<file path="src/gamma_bank_pkg.sv">
package gamma_bank_pkg;

    ////////////////////////////////////////////////////////////////////////////
    // geometry
    localparam int CHANNEL_COUNT    = 8;
    localparam int CODE_WIDTH       = 8;
    localparam int GROUP_SIZE       = 4;
    localparam int INDEX_WIDTH      = 3;
    localparam int BIT_COUNT_WIDTH  = 4;
    localparam logic [3:0] BYTE_BITS = 4'h8;

    ////////////////////////////////////////////////////////////////////////////
    // register map and values
    localparam logic [7:0] CHANNEL_LAST_ADDR = 8'h07;
    localparam logic [7:0] CONTROL_ADDR      = 8'h08;
    localparam int         MODE_BIT          = 7;
    localparam logic [7:0] CONTROL_RESET     = 8'h00;
    localparam logic [7:0] SHADOW_DEFAULT    = 8'h80;
    localparam logic [7:0] RESERVED_READ     = 8'hff;

    ////////////////////////////////////////////////////////////////////////////
    // bus address: base with the select bit at zero
    localparam logic [6:0] DEVICE_ADDR_BASE   = 7'h74;
    localparam int         ADDRESS_SELECT_POS = 0;

    ////////////////////////////////////////////////////////////////////////////
    // timing
    localparam int CLOCK_MHZ        = 40;
    localparam int NV_WRITE_TIME_US = 20000;
    localparam int NV_WRITE_CYCLES  = NV_WRITE_TIME_US * CLOCK_MHZ;
    localparam int TIMER_WIDTH      = 20;

    ////////////////////////////////////////////////////////////////////////////
    // types
    typedef enum logic [3:0] {
        SLAVE_IDLE    = 4'h0,
        SLAVE_DEV     = 4'h1,
        SLAVE_DEV_ACK = 4'h2,
        SLAVE_REG     = 4'h3,
        SLAVE_REG_ACK = 4'h4,
        SLAVE_WR      = 4'h5,
        SLAVE_WR_ACK  = 4'h6,
        SLAVE_RD      = 4'h7,
        SLAVE_RD_ACK  = 4'h8,
        SLAVE_IGNORE  = 4'h9
    } slave_state_type;

    typedef struct packed {
        logic scl;
        logic sda;
        logic address_select;
    } pin_group_type;

    localparam pin_group_type PIN_IDLE = '{scl: 1'b1, sda: 1'b1, address_select: 1'b0};

endpackage

</file>
<file path="src/gamma_code_register_bank.sv">
// Function
// eight channels, each with an 8-bit code register setting its converter.
// converter codes come only from the working registers.
// write-target select is bit 7 of the control register at address 08.
// select 0: channel writes update working register and shadow byte.
// select 1: channel writes update working register only, no programming delay.
// channel reads always return working register contents.
// toggling the select bit leaves all stored codes unchanged.
// at power-up each shadow byte is copied into its working register.
// control register resets to 00h, selecting both copies.
// shadow bytes default to 80h.
// channels 1-4 form the high group, 5-8 the low group.
// code n selects tap n of a 255-step span.
// 7-bit bus address plus read/write bit; one bit follows the select pin.
// select pin low: device answers write address byte E8h.
// shadow programming starts only after the closing stop condition.
// serial interface works up to 400 kHz and at standard-mode timing.
// written channel's converter code changes only at the stop condition.
// address mismatch: ignore the bus until the next start condition.
// master sends the register address as second byte of a write.
// control bits 6 to 0 are reserved, only bit 7 is used.
// addresses 09h upward: writes ignored, reads return a fixed value.
// while programming, show busy and start no further programming.
`timescale 1ns/1ps
module gamma_code_register_bank #(
    parameter int unsigned PROGRAM_CYCLES = gamma_bank_pkg::NV_WRITE_CYCLES
) (
    input  wire logic        clk,
    input  wire logic        rst_n,
    input  wire logic        clk_en,
    input  wire logic        scl,
    input  wire logic        sda_in,
    output logic             sda_out,
    output logic             sda_oe,
    input  wire logic        address_select_pin,
    output logic [3:0][7:0]  high_group_outputs,
    output logic [3:0][7:0]  low_group_outputs,
    output logic             nv_busy
);

    localparam int CH = gamma_bank_pkg::CHANNEL_COUNT;
    localparam int IW = gamma_bank_pkg::INDEX_WIDTH;
    localparam int TW = gamma_bank_pkg::TIMER_WIDTH;

    ////////////////////////////////////////////////////////////////////////////
    // pins in, edge and condition detection
    gamma_bank_pkg::pin_group_type pins_raw;
    gamma_bank_pkg::pin_group_type pins;
    logic                          scl_prev;
    logic                          sda_prev;

    assign pins_raw = '{scl: scl, sda: sda_in, address_select: address_select_pin};

    pin_synchroniser #(
        .WIDTH       ($bits(gamma_bank_pkg::pin_group_type)),
        .RESET_VALUE (gamma_bank_pkg::PIN_IDLE)
    ) u_sync (
        .clk    (clk),
        .rst_n  (rst_n),
        .clk_en (clk_en),
        .d      (pins_raw),
        .q      (pins)
    );

    always_ff @(posedge clk) begin
        if (!rst_n) begin
            scl_prev <= 1'b1;
            sda_prev <= 1'b1;
        end else if (clk_en) begin
            scl_prev <= pins.scl;
            sda_prev <= pins.sda;
        end
    end

    // sampling at 40 MHz leaves ample margin for 400 kHz bit times
    logic scl_rise;
    logic scl_fall;
    logic start_seen;
    logic stop_seen;
    assign scl_rise   = clk_en && pins.scl && !scl_prev;
    assign scl_fall   = clk_en && !pins.scl && scl_prev;
    assign start_seen = clk_en && pins.scl && scl_prev && sda_prev && !pins.sda;
    assign stop_seen  = clk_en && pins.scl && scl_prev && !sda_prev && pins.sda;

    ////////////////////////////////////////////////////////////////////////////
    // storage declarations
    logic [CH-1:0][7:0] working;
    logic [CH-1:0][7:0] staged;
    logic [CH-1:0]      staged_mask;
    logic [7:0]         control;
    logic [CH-1:0]      prog_mask;
    logic [CH-1:0][7:0] prog_data;
    logic [TW-1:0]      prog_timer;
    logic [IW:0]        load_count;
    logic [IW-1:0]      load_prev;
    logic               load_pending;
    logic               loading;
    logic [7:0]         shadow_rd_data;
    assign loading = (load_count != (IW+1)'(CH)) || load_pending;

    ////////////////////////////////////////////////////////////////////////////
    // serial slave
    gamma_bank_pkg::slave_state_type state;
    logic [3:0]  bit_count;
    logic [7:0]  shift;
    logic [7:0]  pointer;
    logic        master_ack;
    logic [6:0]  own_address;
    logic        byte_done;
    logic        write_byte_done;
    logic [7:0]  read_byte;

    always_comb begin
        own_address = gamma_bank_pkg::DEVICE_ADDR_BASE;
        own_address[gamma_bank_pkg::ADDRESS_SELECT_POS] = pins.address_select;
    end
    assign byte_done       = scl_fall && (bit_count == gamma_bank_pkg::BYTE_BITS);
    assign write_byte_done = byte_done && (state == gamma_bank_pkg::SLAVE_WR);

    function automatic logic [7:0] read_value(input logic [7:0] addr,
                                              input logic [CH-1:0][7:0] regs,
                                              input logic [7:0] ctrl);
        if (addr <= gamma_bank_pkg::CHANNEL_LAST_ADDR) begin
            return regs[addr[IW-1:0]];
        end else if (addr == gamma_bank_pkg::CONTROL_ADDR) begin
            return ctrl;
        end else begin
            return gamma_bank_pkg::RESERVED_READ;
        end
    endfunction

    assign read_byte = read_value(pointer, working, control);
    assign sda_out   = 1'b0;

    always_ff @(posedge clk) begin
        if (!rst_n) begin
            state      <= gamma_bank_pkg::SLAVE_IDLE;
            bit_count  <= 4'h0;
            shift      <= 8'h00;
            pointer    <= 8'h00;
            master_ack <= 1'b0;
            sda_oe     <= 1'b0;
        end else if (start_seen) begin
            state     <= gamma_bank_pkg::SLAVE_DEV;
            bit_count <= 4'h0;
            sda_oe    <= 1'b0;
        end else if (stop_seen) begin
            state  <= gamma_bank_pkg::SLAVE_IDLE;
            sda_oe <= 1'b0;
        end else begin
            case (state)
                gamma_bank_pkg::SLAVE_DEV, gamma_bank_pkg::SLAVE_REG, gamma_bank_pkg::SLAVE_WR: begin
                    if (scl_rise && bit_count != gamma_bank_pkg::BYTE_BITS) begin
                        shift     <= {shift[6:0], pins.sda};
                        bit_count <= bit_count + 4'h1;
                    end else if (byte_done) begin
                        bit_count <= 4'h0;
                        if (state == gamma_bank_pkg::SLAVE_DEV) begin
                            // busy device declines so no second program can queue
                            if (shift[7:1] == own_address && !nv_busy) begin
                                master_ack <= shift[0];
                                sda_oe     <= 1'b1;
                                state      <= gamma_bank_pkg::SLAVE_DEV_ACK;
                            end else begin
                                state <= gamma_bank_pkg::SLAVE_IGNORE;
                            end
                        end else if (state == gamma_bank_pkg::SLAVE_REG) begin
                            pointer <= shift;
                            sda_oe  <= 1'b1;
                            state   <= gamma_bank_pkg::SLAVE_REG_ACK;
                        end else begin
                            pointer <= pointer + 8'h01;
                            sda_oe  <= 1'b1;
                            state   <= gamma_bank_pkg::SLAVE_WR_ACK;
                        end
                    end
                end
                gamma_bank_pkg::SLAVE_DEV_ACK: begin
                    if (scl_fall) begin
                        if (master_ack) begin
                            shift     <= {read_byte[6:0], 1'b0};
                            sda_oe    <= !read_byte[7];
                            bit_count <= 4'h1;
                            state     <= gamma_bank_pkg::SLAVE_RD;
                        end else begin
                            sda_oe <= 1'b0;
                            state  <= gamma_bank_pkg::SLAVE_REG;
                        end
                    end
                end
                gamma_bank_pkg::SLAVE_REG_ACK, gamma_bank_pkg::SLAVE_WR_ACK: begin
                    if (scl_fall) begin
                        sda_oe <= 1'b0;
                        state  <= gamma_bank_pkg::SLAVE_WR;
                    end
                end
                gamma_bank_pkg::SLAVE_RD: begin
                    if (byte_done) begin
                        sda_oe  <= 1'b0;
                        pointer <= pointer + 8'h01;
                        state   <= gamma_bank_pkg::SLAVE_RD_ACK;
                    end else if (scl_fall) begin
                        sda_oe    <= !shift[7];
                        shift     <= shift << 1;
                        bit_count <= bit_count + 4'h1;
                    end
                end
                gamma_bank_pkg::SLAVE_RD_ACK: begin
                    if (scl_rise) begin
                        master_ack <= !pins.sda;
                    end else if (scl_fall) begin
                        if (master_ack) begin
                            shift     <= {read_byte[6:0], 1'b0};
                            sda_oe    <= !read_byte[7];
                            bit_count <= 4'h1;
                            state     <= gamma_bank_pkg::SLAVE_RD;
                        end else begin
                            state <= gamma_bank_pkg::SLAVE_IGNORE;
                        end
                    end
                end
                default: begin
                    sda_oe <= 1'b0;
                end
            endcase
        end
    end

    ////////////////////////////////////////////////////////////////////////////
    // staging: written codes wait here for the stop condition
    always_ff @(posedge clk) begin
        if (!rst_n) begin
            staged      <= '0;
            staged_mask <= '0;
        end else if (stop_seen) begin
            staged_mask <= '0;
        end else if (write_byte_done && pointer <= gamma_bank_pkg::CHANNEL_LAST_ADDR) begin
            staged[pointer[IW-1:0]]      <= shift;
            staged_mask[pointer[IW-1:0]] <= 1'b1;
        end
    end

    ////////////////////////////////////////////////////////////////////////////
    // control register
    always_ff @(posedge clk) begin
        if (!rst_n) begin
            control <= gamma_bank_pkg::CONTROL_RESET;
        end else if (write_byte_done && pointer == gamma_bank_pkg::CONTROL_ADDR) begin
            // only the mode bit is stored; codes are untouched
            control <= gamma_bank_pkg::CONTROL_RESET;
            control[gamma_bank_pkg::MODE_BIT] <= shift[gamma_bank_pkg::MODE_BIT];
        end
    end

    ////////////////////////////////////////////////////////////////////////////
    // power-up load and working registers
    always_ff @(posedge clk) begin
        if (!rst_n) begin
            load_count   <= '0;
            load_prev    <= '0;
            load_pending <= 1'b0;
        end else if (clk_en) begin
            load_prev    <= load_count[IW-1:0];
            load_pending <= (load_count != (IW+1)'(CH));
            if (load_count != (IW+1)'(CH)) begin
                load_count <= load_count + 1'b1;
            end
        end
    end

    genvar ch;
    for (ch = 0; ch < CH; ch++) begin : g_working
        always_ff @(posedge clk) begin
            if (!rst_n) begin
                working[ch] <= gamma_bank_pkg::SHADOW_DEFAULT;
            end else if (clk_en && load_pending && load_prev == IW'(ch)) begin
                working[ch] <= shadow_rd_data;
            end else if (stop_seen && staged_mask[ch]) begin
                working[ch] <= staged[ch];
            end
        end
    end

    // converters are fed from the working copies only
    assign high_group_outputs = working[gamma_bank_pkg::GROUP_SIZE-1:0];
    assign low_group_outputs  = working[CH-1:gamma_bank_pkg::GROUP_SIZE];

    ////////////////////////////////////////////////////////////////////////////
    // shadow programming, one byte per write time
    logic          mem_wr_en;
    logic [IW-1:0] mem_wr_index;
    always_comb begin
        mem_wr_index = '0;
        for (int i = CH - 1; i >= 0; i--) begin
            if (prog_mask[i]) begin
                mem_wr_index = IW'(i);
            end
        end
    end
    assign mem_wr_en = clk_en && !loading && (prog_mask != '0) && (prog_timer == '0);

    always_ff @(posedge clk) begin
        if (!rst_n) begin
            prog_mask  <= '0;
            prog_data  <= '0;
            prog_timer <= '0;
        end else if (stop_seen && !control[gamma_bank_pkg::MODE_BIT] && staged_mask != '0) begin
            prog_mask <= staged_mask;
            prog_data <= staged;
        end else if (mem_wr_en) begin
            prog_mask[mem_wr_index] <= 1'b0;
            prog_timer              <= TW'(PROGRAM_CYCLES - 1);
        end else if (clk_en && prog_timer != '0) begin
            prog_timer <= prog_timer - 1'b1;
        end
    end

    always_ff @(posedge clk) begin
        if (!rst_n) begin
            nv_busy <= 1'b1;
        end else if (clk_en) begin
            nv_busy <= loading || (prog_mask != '0) || (prog_timer != '0) || stop_seen;
        end
    end

    nv_shadow_memory #(
        .DEPTH       (CH),
        .WIDTH       (gamma_bank_pkg::CODE_WIDTH),
        .INDEX_WIDTH (IW),
        .FILL        (gamma_bank_pkg::SHADOW_DEFAULT)
    ) u_shadow (
        .clk      (clk),
        .clk_en   (clk_en),
        .wr_en    (mem_wr_en),
        .wr_index (mem_wr_index),
        .wr_data  (prog_data[mem_wr_index]),
        .rd_index (load_count[IW-1:0]),
        .rd_data  (shadow_rd_data)
    );

endmodule

</file>
<file path="src/pin_synchroniser.sv">
`timescale 1ns/1ps
module pin_synchroniser #(
    parameter int         WIDTH      = 1,
    parameter logic [WIDTH-1:0] RESET_VALUE = '0
) (
    input  wire logic             clk,
    input  wire logic             rst_n,
    input  wire logic             clk_en,
    input  wire logic [WIDTH-1:0] d,
    output logic      [WIDTH-1:0] q
);

    logic [WIDTH-1:0] first;

    // first stage is read only by the second
    genvar i;
    for (i = 0; i < WIDTH; i++) begin : g_bit
        always_ff @(posedge clk) begin
            if (!rst_n) begin
                first[i] <= RESET_VALUE[i];
                q[i]     <= RESET_VALUE[i];
            end else if (clk_en) begin
                first[i] <= d[i];
                q[i]     <= first[i];
            end
        end
    end

endmodule

</file>
<file path="src/nv_shadow_memory.sv">
`timescale 1ns/1ps
module nv_shadow_memory #(
    parameter int         DEPTH       = gamma_bank_pkg::CHANNEL_COUNT,
    parameter int         WIDTH       = gamma_bank_pkg::CODE_WIDTH,
    parameter int         INDEX_WIDTH = gamma_bank_pkg::INDEX_WIDTH,
    parameter logic [WIDTH-1:0] FILL  = gamma_bank_pkg::SHADOW_DEFAULT
) (
    input  wire logic                   clk,
    input  wire logic                   clk_en,
    input  wire logic                   wr_en,
    input  wire logic [INDEX_WIDTH-1:0] wr_index,
    input  wire logic [WIDTH-1:0]       wr_data,
    input  wire logic [INDEX_WIDTH-1:0] rd_index,
    output logic      [WIDTH-1:0]       rd_data
);

    logic [WIDTH-1:0] cells [0:DEPTH-1];

    // contents survive rst_n: only the factory fill and programming writes set them
    initial begin
        for (int i = 0; i < DEPTH; i++) begin
            cells[i] = FILL;
        end
    end

    always_ff @(posedge clk) begin
        if (clk_en && wr_en) begin
            cells[wr_index] <= wr_data;
        end
    end

    always_ff @(posedge clk) begin
        if (clk_en) begin
            rd_data <= cells[rd_index];
        end
    end

endmodule

</file>
<file path="config.mk">
export PLATFORM = sky130hd
export DESIGN_NAME = gamma_code_register_bank
export DESIGN_NICKNAME = d
export VERILOG_FILES = /design/src/gamma_bank_pkg.sv /design/src/gamma_code_register_bank.sv /design/src/pin_synchroniser.sv /design/src/nv_shadow_memory.sv
export SDC_FILE = /design/constraint.sdc
export NUM_CORES = 1
export LEC_CHECK = 0
export BUFFER_PORTS_ARGS = -buffer_cell sky130_fd_sc_hd__buf_2
export CAP_MARGIN = 25
export CELL_PAD_IN_SITES_DETAIL_PLACEMENT = 1
export CELL_PAD_IN_SITES_GLOBAL_PLACEMENT = 1
export CORE_ASPECT_RATIO = 0.7
export CORE_MARGIN = 4
export CORE_UTILIZATION = 54
export CTS_BUF_LIST = sky130_fd_sc_hd__clkbuf_2
export DETAILED_ROUTE_END_ITERATION = 7
export HOLD_SLACK_MARGIN = 0.12
export PLACE_DENSITY = 0.86
export SYNTH_ARGS = -nofsm -noshare
export SYNTH_HDL_FRONTEND = slang
export SYNTH_SLANG_ARGS = --single-unit
</file>
<file path="constraint.sdc">
create_clock -name clk -period 6.1 [get_ports clk]
set_clock_uncertainty 0.2 [all_clocks]
set_input_delay 1.22 -clock clk [delete_from_list [all_inputs] [get_ports clk]]
set_output_delay 1.22 -clock clk [all_outputs]
set_load 0.02 [all_outputs]
</file>
-- Word level (Yosys, flattened, before mapping)
Memories as Yosys holds them, arrays and structs flattened. A register that Yosys moved wholly into a read port is not among the register bits.
Cells that the tools add are included.
- bits in registers: 272
- latch bits: 0
- memory bits (writable): 64
- bits in read-only memories: 0
- input bits: 6
- output and inout port bits: 67
- memories kept: 1
- add/subtract/negate cells: 4
- $mul: 0
- div/mod/pow operators: 0
- $lt $le $gt $ge: 5
- eq/ne operators: 45
- shifts and indexed selects: 0
- muxes and demuxes: 98
- bitwise logic cells: 7
- reduce and logical (&&, ||, !) cells: 89
- memory list (name ; depth ; bits a word ; rd ports ; clocked after memory_dff ; write ports ; line ; RTL):
    u_shadow.cells ; 8 ; 8 ; 1 ; 1 ; 1 ; nv_shadow_memory.sv:17 ; logic [WIDTH-1:0] cells [0:DEPTH-1];
- operator list (operator ; count):
    $mux W8 ; 34
    $mux W4 ; 17
    $bwmux W64 ; 1
    $bmux W8 S3 ; 2
    $logic_and A1 B1 Y1 ; 41
    $mux W20 ; 2
    $ne A4 B4 Y1 const B ; 9
    $pmux W8 S4 ; 1
    $ne A2 B2 Y1 const B ; 15
    $mux W3 ; 9
    $demux W8 S3 ; 1
    $reduce_and A8 Y1 ; 3
    $reduce_bool A2 Y1 ; 12
    $mux W1 ; 23
    $logic_not A20 Y1 ; 1
    $pmux W4 S5 ; 1
    $reduce_bool A20 Y1 ; 1
    $sub A20 B1 Y20 const B ; 1
    $eq A4 B3 Y1 const B ; 4
    $pmux W4 S4 ; 1
    $pmux W8 S2 ; 1
    $reduce_bool A8 Y1 ; 2
    $reduce_and A7 Y1 ; 2
    $eq A3 B3 Y1 const B ; 4
    32 further kinds ; 60

-- Depth between registers and ports, before layout
- word-level depth: 16
- depth in mapped cells: 10
- gate-level depth less buffers: 8

-- By module
From an unflattened synthesis, not the netlist that was laid out.
- cell total of the unflattened synthesis: 1614
- area, all modules: 15352.2 um^2
- modules (own cells, without submodules) (module ; instances ; cells an instance ; area an instance (um^2) ; sequential area each (um^2)):
    gamma_code_register_bank ; 1 ; 1481 ; 12359.4 ; 5325.1
    nv_shadow_memory ; 1 ; 114 ; 2773.9 ; 2162.1
    pin_synchroniser ; 1 ; 19 ; 219.0 ; 120.1

-- Worst setup path before layout
OpenSTA, ideal clock, no wires.
- path type: input to register
- from: input clk_en
- to: register working, in the netlist high_group_outputs[7]
- library setup time: 0.129 ns
- arrival time: 2.779 ns
- slack: 2.992 ns
- cell stages on the path: 8
- buffers on the path: 3
- cells stage by stage: buf_2 > nand3b_1 > or3_1 > clkbuf_1 > o21ai_1 > buf_2 > mux2i_1 > nand2_1
- cells in the longest elaborated chain, start to end: 6
- elaborated cells on any way between the ends: 9
- classes of those cells: mux: 1; reduce/logical: 8
- ends and longest elaborated chain (what ; line ; RTL):
    start, declared ; gamma_code_register_bank.sv:30 ; input wire logic clk_en,
    $logic_and A1 B1 Y1 (4 in a row) ; gamma_code_register_bank.sv:83 ; assign stop_seen = clk_en && pins.scl && scl_prev && !sda_prev && pins.sda;
    $logic_and A1 B1 Y1 ; gamma_code_register_bank.sv:278 ; end else if (stop_seen && staged_mask[ch]) begin
    $reduce_bool A2 Y1 (no line) ; n/a ;
    end signal, assigned by index ; gamma_code_register_bank.sv:275 ; working[ch] <= gamma_bank_pkg::SHADOW_DEFAULT;
    end signal, assigned by index ; gamma_code_register_bank.sv:277 ; working[ch] <= shadow_rd_data;
    end signal, assigned by index ; gamma_code_register_bank.sv:279 ; working[ch] <= staged[ch];
    end, declared ; gamma_code_register_bank.sv:87 ; logic [CH-1:0][7:0] working;
Several ways; a longest one is shown, not always the timed one.
A chain may end at the register's enable or synchronous reset.

-- Final worst setup path
- from: register prog_mask[2]
- to: memory u_shadow.cells[5][2] in the netlist's numbering, data pin
- cells in the longest elaborated chain, start to end: 5
- ends and longest elaborated chain (what ; line ; RTL):
    start, declared ; gamma_code_register_bank.sv:91 ; logic [CH-1:0] prog_mask;
    start signal, assigned ; gamma_code_register_bank.sv:308 ; prog_mask <= staged_mask;
    $mux W3 (3 in a row) ; gamma_code_register_bank.sv:295 ; if (prog_mask[i]) begin
    $bmux W8 S3 ; gamma_code_register_bank.sv:336 ; .wr_data (prog_data[mem_wr_index]),
    $mux W8 (not written as such) ; gamma_code_register_bank.sv:336 ;
    net u_shadow.wr_data[2] ; nv_shadow_memory.sv:12 ; input wire logic [WIDTH-1:0] wr_data,
    end, declared ; nv_shadow_memory.sv:17 ;
The timed path passes the listed nets, and every way through them passes these cells. The select of a mux whose other input is x is not followed.

==> run metrics <==
outcome=finished clean; initial antenna violation count=1; Pleak=roughly 6.0 nW; post-cts resize count=0; fin nets=1,660; endpoint class of the critical path=register; Layout area overhead=9.131%; crit share post-route=0.5533; GP Congestion=between 0.9 and 1; Synth top cells by count=272 x dfxtp_1, 209 x nand2_1, 133 x nor2_1; Yosys Warn Count=0; Final Max Tran Viols=0; # IOs=73; Placed Instance Area=15,670 um^2; top cell type's share of synthesized area=0.3600; worst skew pair latency=1020 ps; Synth Area in Adders=0.005790; syn avg cell area=between 9 and 10 um^2; non-filler instance count after layout=2,077; Tmin final=3375 ps; Max clock buf depth=3; Compound-Gate Fraction of Synth Area=0.1570; Initial Utilization=0.5571; total track usage=0.3337; Syn Nets=1,593; postcts setup bufs=0; clk root buf=clkbuf_2; post-synthesis mux area share=0.1141; Critical Path Most Common Cell=nand2_1; vias per cell=roughly 6.5; Crit Path Max Fanout=11; die height=between 100 and 150 um; cell area after synthesis=roughly 15,000 um^2; fmax=296.3 MHz; CP Buf/Inv Count=0; WP data required=between 6000 and 7000 ps; Distinct cells, synth=between 80 and 90; VDD IR max=between 0.15 and 0.2 mV; count leader, synth=dfxtp_1; port bufs=between 70 and 80; cell taking the most area after synthesis=dfxtp_1; CTS tree=done; CP Cell Sequence=or4_1, nor4_1, nand2_1, nand2_1, nor2_1, a31oi_1; Power Dens Cells=roughly 290 nW/um^2; Synth Flop Type=dfxtp_1; CTS Sinks=around 340; # DRC=0; post-synthesis cell count=between 1,500 and 2,000; HPWL after DPL=between 30 and 40 mm; fin area=about 17,000 um^2; first-pass GRT wire length=about 81 mm; final hold violations=0; synth top area cells=dfxtp_1 36%, edfxtp_1 14%, mux2i_1 7.0%, nand2_1 5.2%, a21oi_1 3.7%; number of synthesized flops with an enable pin=72; share of cells above drive strength 1=0.1782; Seq/Total Area, Yosys=0.5029; Worst-Margin Slew=around 1100 ps; antenna viol nets, final=0; vias in the first global route=around 14,000; WL per Instance=between 20 and 30 um; crit path DAT=3860 ps; largest net degree at the start of global routing=90; slew margin rel.=0.2561; CP delay by family, top=simple AND/OR/NAND/NOR gates; slack of the worst reg-to-reg path=~2700 ps; chip width=roughly 210 um; CORE AREA=27,150 um^2; Num CTS Buffers=82; Synth async-reset ratio=0; final setup TNS=0 ps; final wirelength=between 50 and 60 mm; gr ovfl total=0; Hold WC Path Type=reg -> reg; # placed instances=roughly 1,900; max incr delay on CP=790 ps; placement row count=50; critical path type=reg -> reg; synthesized flop and latch total=about 340; Hold Buf Count CTS=0; DRT iter0 DRCs=between 1,000 and 1,500; post-synthesis simple-gate area fraction=0.1718; CP startpoint kind=register; final core occ=0.6080; die footprint=a little over 30,000 um^2; unrepaired setup endpoints after global routing=false; clock-pin transition on the worst setup and hold timing paths=between 100 and 150 ps; Crit-path slowest cell=nor4_1; Tot Pwr=~4.8 mW; drt first pass iters=7; combinational family with the most area after synthesis=simple AND/OR/NAND/NOR gates; fill cell count=~3,200; H-tree levels=3; Synth Area in XOR/XNOR=0.009843; vias=13,420; max_cap viols=0; # setup viols final=0
flip-flops by register name, indices dropped and copies added, names as in the netlist, 8 cells and up:
| signal | flops |
|---|---|
| high_group_outputs | 32 |
| low_group_outputs | 32 |
| pointer | 8 |
| prog_data | 64 |
| prog_mask | 8 |
| prog_timer | 20 |
| shift | 8 |
| staged | 64 |
| staged_mask | 8 |
| u_shadow.cells | 64 |
| u_shadow.rd_data | 8 |
worst paths after layout:
check,from,to,cells after the start
max,prog_mask[2],u_shadow.cells[5][2],6
min,staged[24],prog_data[24],2
max reg2reg,prog_mask[2],u_shadow.cells[5][2],6
min reg2reg,staged[24],prog_data[24],2
cells by family (layout without fill, tap and decap cells):
| family | count (synthesis) | count (layout) |
|---|---|---|
| fa+ha+maj | 7 | 7 |
| simple gates | 547 | 547 |
| other cells | 1 | 2 |
| flops | 344 | 344 |
| compound gates | 379 | 379 |
| buf+inv | 140 | 272 |
| mux | 145 | 145 |
| xor+xnor | 17 | 17 |
worst min-delay path, delay by kind of cell, from the launching register on:
family / cells / cell delay [ps]
AND/OR/NAND/NOR: 1 / 60
AO/OA/AOI/OAI: 1 / 60
flip-flops: 1 / 350
per-stage QoR:
step / hold WS, ps / worst slack [ps]
final: 230.1 / 2725
after global routing: 240.1 / 2670
after CTS: 209.7 / 2467
after detailed placement: 250.6 / 1827
after global placement: 242.6 / 2075
after floorplan: 231.9 / 2992
report_power, final:
part / leakage (nW) / internal [mW] / switching (mW) / total (mW)
Sequential: 2.83 / 2.39 / 0.102 / 2.49
Combinational: 2.55 / 0.245 / 0.374 / 0.618
Clock: 0.609 / 0.678 / 0.989 / 1.67
cell usage in the layout (no fill, tap or decap), drive strengths merged, types with 5 or more instances in the layout:
master,instances
and3,12
nor2,135
mux4,20
edfxtp,72
or4,9
a21o,8
a211oi,63
mux2,19
o211ai,6
ha,7
nand4,9
o21ai,99
xor2,12
a221oi,6
a31oi,8
xnor2,5
o221ai,6
a21boi,10
nand3,78
a22oi,9
mux2i,106
and2,6
dfxtp,272
o31ai,6
nor3,15
nand2,210
or2,8
a22o,5
or3,18
clkbuf,127
buf,98
o22ai,15
nand3b,9
inv,24
nand2b,13
nor4,13
a21oi,111
clkinv,19
per-layer routing:
layer  up-vias  GRT usage  part of all wire
met3       151    0.09631             0.095
met4         0     0.1159             0.040
met2       638     0.5281              0.45
met5         -          0                 0
met1      6719     0.4431              0.41
li1       5907          -                 -
final cells by class:
cell class,instances,area [um^2],share of cell area
diodes,1,2.502,0.0001516
clock buffers,126,630.6,0.03820
clock inverters,23,181.4,0.01099
inverters,24,92.59,0.005609
multi-input cells,1096,6968,0.4221
flip-flops and latches,344,7607,0.4608
well taps,364,455.4,0.02759
repair buffers,99,570.5,0.03456
(Power assumes the default switching activity.)
